[src/cia_pkg.sv]
// Purpose: shared constants and types for the interrupt acknowledge block
// Assumes: 8-bit core, 24 maskable sources, 25 MHz cpu clock
// Notes:   bit numbers in the status word are placed by the core integration
package cia_pkg;
	localparam int           CIA_SRC_N      = 24;       // maskable sources
	localparam int           CIA_VEC_W      = 16;       // program counter width
	localparam int           CIA_IDX_W      = 5;        // source index width
	localparam logic [7:0]   CIA_PSW_RST    = 8'h02;    // status word at reset
	localparam int           CIA_PSW_IE_BIT = 7;        // master_enable position
	localparam int           CIA_PSW_ISP_BIT= 1;        // in_service_priority
	localparam logic [15:0]  CIA_BRK_VEC    = 16'h003e; // break vector low word
	localparam int           CIA_LAT_MIN_HI = 7;        // clocks, priority 0
	localparam int           CIA_LAT_MIN_LO = 8;        // clocks, priority 1
	localparam int           CIA_LAT_MAX_HI = 32;       // clocks, priority 0
	localparam int           CIA_LAT_MAX_LO = 33;       // clocks, priority 1
	localparam int           CIA_CNT_W      = 6;        // latency counter width
	// acknowledge sequencer phases
	typedef enum logic [2:0] {
		CIA_IDLE,
		CIA_PUSH_PSW,
		CIA_PUSH_PC,
		CIA_VECTOR,
		CIA_RET_PC,
		CIA_RET_PSW
	} cia_state_t;
endpackage : cia_pkg

[src/cia_vec_rom.sv]
// Purpose: vector table lookup with a registered read
// Assumes: vectors are two-byte entries below the break vector
// Notes:   contents are fixed at synthesis; source n sits at 0004h plus 2n
`timescale 1ns/1ps
module cia_vec_rom #(
	parameter int IDX_W = 5,
	parameter int VEC_W = 16
) (
	// clock and reset
	input  wire logic             core_clk,
	input  wire logic             rst,
	// lookup
	input  wire logic [IDX_W-1:0] idx,
	output logic      [VEC_W-1:0] vec
);
	localparam logic [VEC_W-1:0] VEC_BASE = 'h4; // first maskable vector
	// registered read of the table entry
	always_ff @(posedge core_clk) begin
		if (rst) begin
			vec <= '0;
		end else begin
			vec <= VEC_BASE + VEC_W'({idx, 1'b0});
		end
	end
endmodule : cia_vec_rom

[src/cia_ack.sv]
// Purpose: maskable and break interrupt acknowledge, nesting and return
// Assumes: sequencer pulses instr_done at each instruction boundary
// Notes:   sources are synchronous to core_clk; index 0 ranks highest
// Contract
// eligible means request set, mask clear
// take vectored request only when enabled
// refuse low level during high service
// latency seven to thirtytwo or thirtythree clocks
// lower level needs at least eight clocks
// divide completes before servicing begins
// higher programmed level wins first
// equal level: fixed default order decides
// blocked requests stay pending until acknowledgeable
// push status, pc; clear enable; vector; code pushes only the pc high byte
// return_from_interrupt restores pc and status; code pops only the pc high byte, low byte from the current pc_save
// break_trap always taken
// break pushes, clears enable, vectors 003eh
// software leaves break only by return_from_break; code clears break on either return
// software re-enables with enable_interrupts_op
// nest equal or higher level only
// nesting needs enable; lower needs isp one
// one main instruction after return first
// hold instructions defer acknowledge one instruction
// break not a hold; clears enable
// request flag independent of priority flag
// priority zero high; isp zero high service
// status word resets to 02h
// masks and priorities reset to all ones
// default ranking fixed at synthesis
`timescale 1ns/1ps
module cia_ack
	import cia_pkg::*;
#(
	parameter int SRC_N = cia_pkg::CIA_SRC_N
) (
	// clock and reset
	input  wire logic                     core_clk,
	input  wire logic                     rst,
	// peripheral request pulses
	input  wire logic [SRC_N-1:0]         src_event,
	// software flag writes
	input  wire logic                     flag_wr,
	input  wire logic [SRC_N-1:0]         request_wdata,
	input  wire logic                     mask_wr,
	input  wire logic [SRC_N-1:0]         mask_wdata,
	input  wire logic                     prio_wr,
	input  wire logic [SRC_N-1:0]         prio_wdata,
	input  wire logic                     psw_wr,
	input  wire logic [7:0]               psw_wdata,
	// sequencer side
	input  wire logic                     instr_done,
	input  wire logic                     instr_hold,
	input  wire logic                     instr_div,
	input  wire logic                     op_ei,
	input  wire logic                     op_di,
	input  wire logic                     op_brk,
	input  wire logic                     op_return_from_interrupt,
	input  wire logic                     op_return_from_break,
	input  wire logic [cia_pkg::CIA_VEC_W-1:0] pc_in,
	input  wire logic [7:0]               pop_data,
	// outputs to sequencer and stack
	output logic                          seq_stall,
	output logic                          push_en,
	output logic                          pop_en,
	output logic [7:0]                    push_data,
	output logic                          pc_load,
	output logic [cia_pkg::CIA_VEC_W-1:0] pc_out,
	output logic [7:0]                    psw_out,
	output logic [SRC_N-1:0]              request_flag,
	output logic [SRC_N-1:0]              mask_flag,
	output logic [SRC_N-1:0]              priority_flag,
	output logic                          in_break
);
	import cia_pkg::*;

	// all state of the block
	typedef struct packed {
		cia_state_t           st;          // sequencer phase
		logic [SRC_N-1:0]     req;         // request flags
		logic [SRC_N-1:0]     msk;         // mask flags
		logic [SRC_N-1:0]     pri;         // priority flags
		logic [7:0]           processor_status_word;         // status word
		logic                 brk_srv;     // break routine active
		logic                 is_brk;      // current sequence is break
		logic                 is_ret;      // current sequence is return
		logic                 hold;        // defer one more instruction
		logic                 after_ret;   // one main instruction owed
		logic [CIA_IDX_W-1:0] idx;         // taken source
		logic [CIA_VEC_W-1:0] pc_save;     // pc at boundary, high byte to stack
		logic [7:0]           pc_hi;       // popped pc high byte
		logic                 stall;       // sequencer stall
		logic                 push;        // stack push strobe
		logic                 pop;         // stack pop strobe
		logic [7:0]           pdat;        // stack push byte
		logic                 pcl;         // pc load strobe
		logic [CIA_VEC_W-1:0] pco;         // pc load value
		logic [CIA_CNT_W-1:0] age;         // clocks since newest event
	} cia_s_t;

	cia_s_t               s_reg;          // registered state
	cia_s_t               s_next;         // next state
	logic [CIA_VEC_W-1:0] vec_rd;         // table entry of idx
	logic [SRC_N-1:0]     elig;           // acknowledgeable sources
	logic                 win_ok;         // a winner exists
	logic [CIA_IDX_W-1:0] win_idx;        // winning source
	logic                 ie;             // master_enable
	logic                 in_service_priority;            // in_service_priority
	logic                 age_ok;         // request old enough to take
	localparam int LAT_PAD = 4; // take edge plus three sequence edges
	localparam logic [CIA_CNT_W-1:0] AGE_HI =
		CIA_CNT_W'(CIA_LAT_MIN_HI - LAT_PAD); // priority 0 floor
	localparam logic [CIA_CNT_W-1:0] AGE_LO =
		CIA_CNT_W'(CIA_LAT_MIN_LO - LAT_PAD); // priority 1 floor

	assign ie  = s_reg.processor_status_word[CIA_PSW_IE_BIT];
	assign in_service_priority = s_reg.processor_status_word[CIA_PSW_ISP_BIT];
	// lower level waits one clock longer than high
	assign age_ok = s_reg.age >= (s_reg.pri[win_idx] ? AGE_LO : AGE_HI);

	// vector lookup
	cia_vec_rom #(.IDX_W(CIA_IDX_W), .VEC_W(CIA_VEC_W)) u_rom (
		.core_clk (core_clk),
		.rst      (rst),
		.idx      (s_reg.idx),
		.vec      (vec_rd)
	);

	// eligibility per source
	genvar g;
	generate
		for (g = 0; g < SRC_N; g++) begin : g_elig
			// request set and mask clear
			// low level refused in high service
			// lower level needs isp or break
			assign elig[g] = s_reg.req[g] && !s_reg.msk[g] &&
				(!s_reg.pri[g] || in_service_priority || s_reg.brk_srv);
		end
	endgenerate

	// winner selection
	always_comb begin
		win_ok  = 1'b0;
		win_idx = '0;
		// high level pass first
		// fixed order, index zero first
		// priority zero is high
		for (int i = SRC_N - 1; i >= 0; i--) begin
			if (elig[i] && !s_reg.pri[i]) begin
				win_ok  = 1'b1;
				win_idx = CIA_IDX_W'(i);
			end
		end
		if (!win_ok) begin
			for (int i = SRC_N - 1; i >= 0; i--) begin
				if (elig[i]) begin
					win_ok  = 1'b1;
					win_idx = CIA_IDX_W'(i);
				end
			end
		end
	end

	// next state
	always_comb begin
		s_next      = s_reg;
		s_next.push = 1'b0;
		s_next.pop  = 1'b0;
		s_next.pcl  = 1'b0;
		// events set flags whatever priority
		s_next.req  = s_reg.req | src_event;
		// age since the newest event, saturating
		if (|src_event) begin
			s_next.age = '0;
		end else if (s_reg.age != '1) begin
			s_next.age = s_reg.age + 1'b1;
		end
		// software writes; a same-cycle event still sets
		if (flag_wr) begin
			s_next.req = request_wdata | src_event;
		end
		if (mask_wr) begin
			s_next.msk = mask_wdata;
		end
		if (prio_wr) begin
			s_next.pri = prio_wdata;
		end
		if (psw_wr) begin
			s_next.processor_status_word = psw_wdata;
		end
		unique case (s_reg.st)
			// watch instruction boundaries
			CIA_IDLE: begin
				s_next.stall = 1'b0;
				if (instr_done) begin
					if (op_ei) begin
						s_next.processor_status_word[CIA_PSW_IE_BIT] = 1'b1;
					end
					if (op_di) begin
						s_next.processor_status_word[CIA_PSW_IE_BIT] = 1'b0;
					end
					// hold defers one instruction
					s_next.hold      = instr_hold;
					s_next.after_ret = 1'b0;
					s_next.pc_save   = pc_in;
					if (op_brk) begin
						// break always, no hold
						s_next.st     = CIA_PUSH_PSW;
						s_next.is_brk = 1'b1;
						s_next.is_ret = 1'b0;
						s_next.stall  = 1'b1;
					end else if (op_return_from_interrupt || op_return_from_break) begin
						// return pops pc then status
						s_next.st     = CIA_RET_PC;
						s_next.is_ret = 1'b1;
						s_next.stall  = 1'b1;
						s_next.pop    = 1'b1;
					// enabled, pending
					// divide ends first at boundary
					end else if (ie && win_ok && age_ok && !s_reg.hold &&
							!s_reg.after_ret && !instr_hold) begin
						s_next.st     = CIA_PUSH_PSW;
						s_next.is_brk = 1'b0;
						s_next.is_ret = 1'b0;
						s_next.idx    = win_idx;
						s_next.stall  = 1'b1;
					end
				end
			end
			// push status first
			CIA_PUSH_PSW: begin
				s_next.push = 1'b1;
				s_next.pdat = s_reg.processor_status_word;
				s_next.st   = CIA_PUSH_PC;
				s_next.processor_status_word[CIA_PSW_IE_BIT] = 1'b0;
				if (s_reg.is_brk) begin
					s_next.brk_srv = 1'b1;
				end else begin
					s_next.processor_status_word[CIA_PSW_ISP_BIT] = s_reg.pri[s_reg.idx];
					s_next.req[s_reg.idx] = src_event[s_reg.idx];
				end
			end
			// then the pc high byte only; the low byte stays in pc_save
			CIA_PUSH_PC: begin
				s_next.push = 1'b1;
				s_next.pdat = s_reg.pc_save[15:8];
				s_next.st   = CIA_VECTOR;
			end
			// load vector
			CIA_VECTOR: begin
				s_next.pcl   = 1'b1;
				s_next.pco   = s_reg.is_brk ? CIA_BRK_VEC : vec_rd;
				s_next.st    = CIA_IDLE;
				s_next.stall = 1'b0;
			end
			// popped pc high byte
			CIA_RET_PC: begin
				s_next.pc_hi = pop_data;
				s_next.pop   = 1'b1;
				s_next.st    = CIA_RET_PSW;
			end
			// restore status, owe one instruction
			CIA_RET_PSW: begin
				s_next.processor_status_word       = pop_data;
				s_next.pcl       = 1'b1;
				s_next.pco       = {s_reg.pc_hi, s_reg.pc_save[7:0]};
				s_next.brk_srv   = 1'b0;
				s_next.after_ret = 1'b1;
				s_next.st        = CIA_IDLE;
				s_next.stall     = 1'b0;
			end
		endcase
	end

	// state register
	always_ff @(posedge core_clk) begin
		if (rst) begin
			s_reg     <= '0;
			s_reg.st  <= CIA_IDLE;
			// status word reset value
			s_reg.processor_status_word <= CIA_PSW_RST;
			// all masked, lower level
			s_reg.msk <= '1;
			s_reg.pri <= '1;
		end else begin
			s_reg <= s_next;
		end
	end

	// outputs straight from the state register
	assign seq_stall     = s_reg.stall;
	assign push_en       = s_reg.push;
	assign pop_en        = s_reg.pop;
	assign push_data     = s_reg.pdat;
	assign pc_load       = s_reg.pcl;
	assign pc_out        = s_reg.pco;
	assign psw_out       = s_reg.processor_status_word;
	assign request_flag  = s_reg.req;
	assign mask_flag     = s_reg.msk;
	assign priority_flag = s_reg.pri;
	assign in_break      = s_reg.brk_srv;

	// assertions
	property p_ie_clr;
		@(posedge core_clk) disable iff (rst)
		(s_reg.st == CIA_PUSH_PSW) |=> !psw_out[CIA_PSW_IE_BIT];
	endproperty
	a_ie_clr: assert property (p_ie_clr) else $error("enable not cleared");

	property p_seq_len;
		@(posedge core_clk) disable iff (rst)
		(s_reg.st == CIA_PUSH_PSW) |=> ##1 (s_reg.st == CIA_VECTOR) ##1 pc_load;
	endproperty
	a_seq_len: assert property (p_seq_len) else $error("bad sequence length");

	property p_brk_vec;
		@(posedge core_clk) disable iff (rst)
		(s_reg.st == CIA_VECTOR && s_reg.is_brk) |=> pc_out == CIA_BRK_VEC;
	endproperty
	a_brk_vec: assert property (p_brk_vec) else $error("break vector wrong");

	property p_no_take_di;
		@(posedge core_clk) disable iff (rst)
		(s_reg.st == CIA_IDLE && !op_brk && !ie) |=> s_reg.st != CIA_PUSH_PSW;
	endproperty
	a_no_take_di: assert property (p_no_take_di) else $error("taken disabled");

	property p_isp_copy;
		@(posedge core_clk) disable iff (rst)
		(s_reg.st == CIA_PUSH_PSW && !s_reg.is_brk) |=>
			psw_out[CIA_PSW_ISP_BIT] == $past(s_reg.pri[s_reg.idx]);
	endproperty
	a_isp_copy: assert property (p_isp_copy) else $error("isp not copied");

	property p_after_ret;
		@(posedge core_clk) disable iff (rst)
		(s_reg.st == CIA_IDLE && s_reg.after_ret && !op_brk) |=>
			s_reg.st != CIA_PUSH_PSW;
	endproperty
	a_after_ret: assert property (p_after_ret) else $error("no main instr");

	property p_hold;
		@(posedge core_clk) disable iff (rst)
		(s_reg.st == CIA_IDLE && instr_done && instr_hold && !op_brk) |=>
			s_reg.st != CIA_PUSH_PSW;
	endproperty
	a_hold: assert property (p_hold) else $error("hold not honoured");

	property p_event_set;
		@(posedge core_clk) disable iff (rst)
		src_event[0] |=> request_flag[0];
	endproperty
	a_event_set: assert property (p_event_set) else $error("event lost");

	property p_brk_take;
		@(posedge core_clk) disable iff (rst)
		(s_reg.st == CIA_IDLE && instr_done && op_brk) |=>
			s_reg.st == CIA_PUSH_PSW;
	endproperty
	a_brk_take: assert property (p_brk_take) else $error("break not taken");

	c_mask_take: cover property (@(posedge core_clk)
		s_reg.st == CIA_PUSH_PSW && !s_reg.is_brk);
	c_brk: cover property (@(posedge core_clk) s_reg.is_brk && pc_load);
	c_ret: cover property (@(posedge core_clk) s_reg.st == CIA_RET_PSW);
	c_nest: cover property (@(posedge core_clk)
		s_reg.st == CIA_PUSH_PSW && s_reg.brk_srv);
endmodule : cia_ack

[config.mk]
export PLATFORM = sky130hd
export DESIGN_NAME = cia_ack
export DESIGN_NICKNAME = d
export VERILOG_FILES = /design/src/cia_pkg.sv /design/src/cia_vec_rom.sv /design/src/cia_ack.sv
export SDC_FILE = /design/constraint.sdc
export NUM_CORES = 1
export LEC_CHECK = 0
export BUFFER_PORTS_ARGS = -buffer_cell sky130_fd_sc_hd__buf_4
export CELL_PAD_IN_SITES_DETAIL_PLACEMENT = 2
export CELL_PAD_IN_SITES_GLOBAL_PLACEMENT = 2
export CORE_UTILIZATION = 33
export CTS_CLUSTER_SIZE = 25
export DETAILED_ROUTE_END_ITERATION = 16
export HOLD_SLACK_MARGIN = 0.12
export PLACE_DENSITY = 0.81
export SLEW_MARGIN = 5
export SYNTH_ARGS = -nofsm -noshare
export SYNTH_HDL_FRONTEND = slang
export SYNTH_HIERARCHICAL = 1
export SYNTH_SLANG_ARGS = --single-unit
[constraint.sdc]
create_clock -name core_clk -period 8.5 [get_ports core_clk]
set_input_delay 0.85 -clock core_clk [delete_from_list [all_inputs] [get_ports core_clk]]
set_output_delay 0.85 -clock core_clk [all_outputs]
set_load 0.05 [all_outputs]
==> results.txt <==
The flow ran to the end, and the final reports show no timing, DRC or antenna violations. During synthesis, Yosys emitted a total of 6 warnings. The remaining max-slew budget at the tightest pin was 0.250.

A synthesized cell averages 8.80 µm². The launching instance or port of the critical path is psw_out[1]$_SDFF_PP1_. For the finished layout, the period the worst path requires is 6040 ps. The post-route fraction of the period consumed by the critical path is 0.711, and the post-route setup TNS is 0 ps. Hold timing on the final database bottoms out at a slack of 458 ps. At the end of routability-driven placement, the weighted congestion stood at 0.856.

The number of buffers inserted during clock tree synthesis is 17. For the pin with the worst max-slew slack, the measured transition is 1120 ps. For the total count of max-transition violations in the final report, the log shows 0.

The clock passes through at most 2 buffers. The routed wire length was 33.2 mm. Measured along the x axis, the die boundary spans 167 µm.

The share of async-settable or async-resettable flops after synthesis came out at 0. The sequential group share of total power is 0.387, and the number of nets in the finished design is 1,282. Summed over all nets, the switching power comes to 0.818 mW.

In this run the remaining antenna-violating nets after routing total 0. The ratio of routed vias to standard cells works out to 5.63. The root buffer cell chosen for the clock tree is sky130_fd_sc_hd__clkbuf_16. From synthesis to final layout, the design area changed by 20.9%.

Counting flops with a built-in enable in the synthesized netlist gives 0. The kind of critical path is reg -> reg. The fraction of final layout cells with drive strength greater than 1 is 0.314, and the iteration count of the initial detailed-routing pass is 5. The logs give 0.346 for the sequential share of the synthesized area and 0.342 for the clock share of power. After detailed routing, the average wire length per cell comes to 22.3 µm. The number of setup buffers added after CTS is 0. The effective utilization at floorplan was 0.336. For this run, design rule violations remaining after detail routing come to 0.

The gate count of the mapped netlist was 1,027; the timing-limited maximum frequency was 165 MHz. The path category of the worst min-delay check was reg -> reg. Post-synthesis register bit count: 156. The first global-routing pass estimated 51.2 mm of wire.

The run gives 73 as the number of library cell types mapped by synthesis. For the data arrival at the endpoint of the critical path, the log shows 6330 ps. For the number of endpoints with negative hold slack in the final report, the log shows 0. In the synthesized netlist the dominant register cell turns out to be sky130_fd_sc_hd__dfxtp_1. The most frequent standard cell in the layout excluding fill and tap cells is sky130_fd_sc_hd__buf_4.

STA classifies the critical path startpoint as a flop. The antenna cell count was 0; the clock input transition at the sequential cells of the worst setup and hold paths was 80 ps. The initialized floorplan defines 60 standard-cell rows. Clock skew on the completed layout was measured at 13.3 ps. During placement, the flow inserted port buffers numbering 249. The run gives 76 as the largest net degree at the start of global routing. The portion of synthesized cell area occupied by the leading cell type is 0.346, and the starting DRC count in detailed routing is 483. For this design, the CTS-stage hold fixing added 0 buffers. Endpoint type of the worst setup path: a flop. Power comes to 2.23 mW.

Data on the critical path is required at its endpoint by 8790 ps. The worst hold path begins at s_reg[52]$_SDFFE_PP0P_. The die covers 28,100 µm².

The H-tree was split into 4 levels. The routed layout has 8,380 vias. The synthesized netlist occupies a cell area of 9040 µm².

Setup repair after global routing left no endpoint under its margin. The tool flagged a number of max-cap violations equal to 0. The tools report the number of antenna violations at the first check in global routing as 0.

Die span in y: 167 µm. The run gives 24.7 mm as the detailed-placement wirelength estimate. Cell accounting for the most synthesized area: sky130_fd_sc_hd__dfxtp_1. The number of global-route vias before repair is 9,017, and the maximum net fanout on the critical path is 18. For the combinational cell fraction of total power, the log shows 0.271.

The tools report the CTS sink count as 156. TritonCTS built the clock tree. Setup violations remaining at the end of the flow were counted as 0.

In the post-synthesis netlist, the biggest area contributors are sky130_fd_sc_hd__dfxtp_1, sky130_fd_sc_hd__buf_4, sky130_fd_sc_hd__a211o_1. The net switching fraction of the power was 0.367; the maximum vdd ir drop was 0.107 mV. The number of inserted filler cells in the final layout is 2,987. The remaining global-route overflow is 0.

Number of gates resized after CTS: 0. In the layout the commonest cells are sky130_fd_sc_hd__buf_4, sky130_fd_sc_hd__dfxtp_1, sky130_fd_sc_hd__nor2_1. Internal power comes to 1.41 mW. The startpoint identified for the worst register-to-register timing path is psw_out[1]$_SDFF_PP1_. The clock reaches the later pin of the worst-skew pair after 440 ps. The overall global routing resource usage is 0.235, and the total power divided by cell area is 204 nW/µm². The register with the most flip-flops in the layout has 41 of them. In this run the count of I/O pins placed on the die edge is 251.

The leakage dissipation is 4.36 nW. The core region is 26,900 µm².
## power by group through the flow
stage	logic (mW)	clock network (mW)	registers, mW
after floorplan	0.465	0	0.846
after global placement	0.588	0	0.878
after detailed placement	0.604	0	0.880
after CTS	0.608	0.783	0.864
after global routing	0.648	0.809	0.871
final	0.604	0.762	0.863
## logic make-up after synthesis
kind of cell,count (synthesis),share of synthesized area
AND/OR/NAND/NOR,355,0.208
other,1,0.000415
XOR/XNOR,3,0.00291
adder cells (fa/ha/maj),5,0.00692
multiplexers,67,0.0990
AO/OA/AOI/OAI,257,0.212
flip-flops,156,0.346
buffers and inverters,183,0.125
## through the flow
step | instances | setup WS (ps) | cell area [µm²] | utilization
final | 1489 | 2460 | 10900 | 0.407
after global routing | 1489 | 2130 | 10900 | 0.407
after CTS | 1489 | 2550 | 10900 | 0.407
after detailed placement | 1457 | 2590 | 10400 | 0.385
after global placement | 1457 | 2880 | 10400 | 0.385
after floorplan | 1036 | 3830 | 9070 | -
## cell type report
class                   count  area, µm²  area share
clock buffers              17        425      0.0389
clock inverters            15        150      0.0137
inverters                   4       15.0     0.00137
multi-input cells         697       4840       0.443
flip-flops and latches    156       3120       0.286
well taps                 341        427      0.0390
repair buffers            259       1940       0.178
## cells in the mapped netlist (all sizes together), types with 7 or more instances
| cell type | n |
|---|---|
| a211o | 49 |
| a211oi | 40 |
| a21oi | 50 |
| a222oi | 11 |
| a311oi | 26 |
| a31oi | 9 |
| buf | 125 |
| clkbuf | 54 |
| dfxtp | 156 |
| mux2 | 26 |
| mux2i | 26 |
| mux4 | 15 |
| nand2 | 83 |
| nand2b | 24 |
| nor2 | 84 |
| nor2b | 59 |
| nor3 | 19 |
| nor3b | 28 |
| nor4 | 10 |
| o21ai | 21 |
| o22ai | 7 |
| or3b | 14 |
## critical path: stages (launching register included)
cell and delay, ps:
sky130_fd_sc_hd__dfxtp_1 580, sky130_fd_sc_hd__nor2_1 810, sky130_fd_sc_hd__a21oi_1 270, sky130_fd_sc_hd__a2111oi_0 660, sky130_fd_sc_hd__a211oi_1 160, sky130_fd_sc_hd__o21ai_1 570, sky130_fd_sc_hd__mux4_2 410, sky130_fd_sc_hd__or3_1 330
sky130_fd_sc_hd__o211ai_2 90, sky130_fd_sc_hd__o21ai_0 120, sky130_fd_sc_hd__ha_1 280, sky130_fd_sc_hd__a21boi_0 170, sky130_fd_sc_hd__o21ai_0 100, sky130_fd_sc_hd__a21oi_1 160, sky130_fd_sc_hd__o31a_1 200, sky130_fd_sc_hd__nand2_1 70
sky130_fd_sc_hd__or4_1 600, sky130_fd_sc_hd__mux2i_1 240, sky130_fd_sc_hd__nor2_1 60
## worst paths after layout
kind,cells past startpoint,end,slack [ps]
worst min-delay path,2,s_reg[52]$_SDFFE_PP0P_,460
worst min register to register,2,s_reg[52]$_SDFFE_PP0P_,460
worst max-delay path,18,s_reg[60]$_SDFFE_PP0P_,2460
worst max register to register,18,s_reg[60]$_SDFFE_PP0P_,2460
## layer usage
metal  vias up  global-route usage  part of all wire
met1      4221               0.277              0.42
met3        39              0.0499             0.051
met4         0              0.0786             0.023
met5         -                   0                 0
met2       246               0.420              0.51
li1       3874                   -                 -
Power figures use the tool's default switching activity.
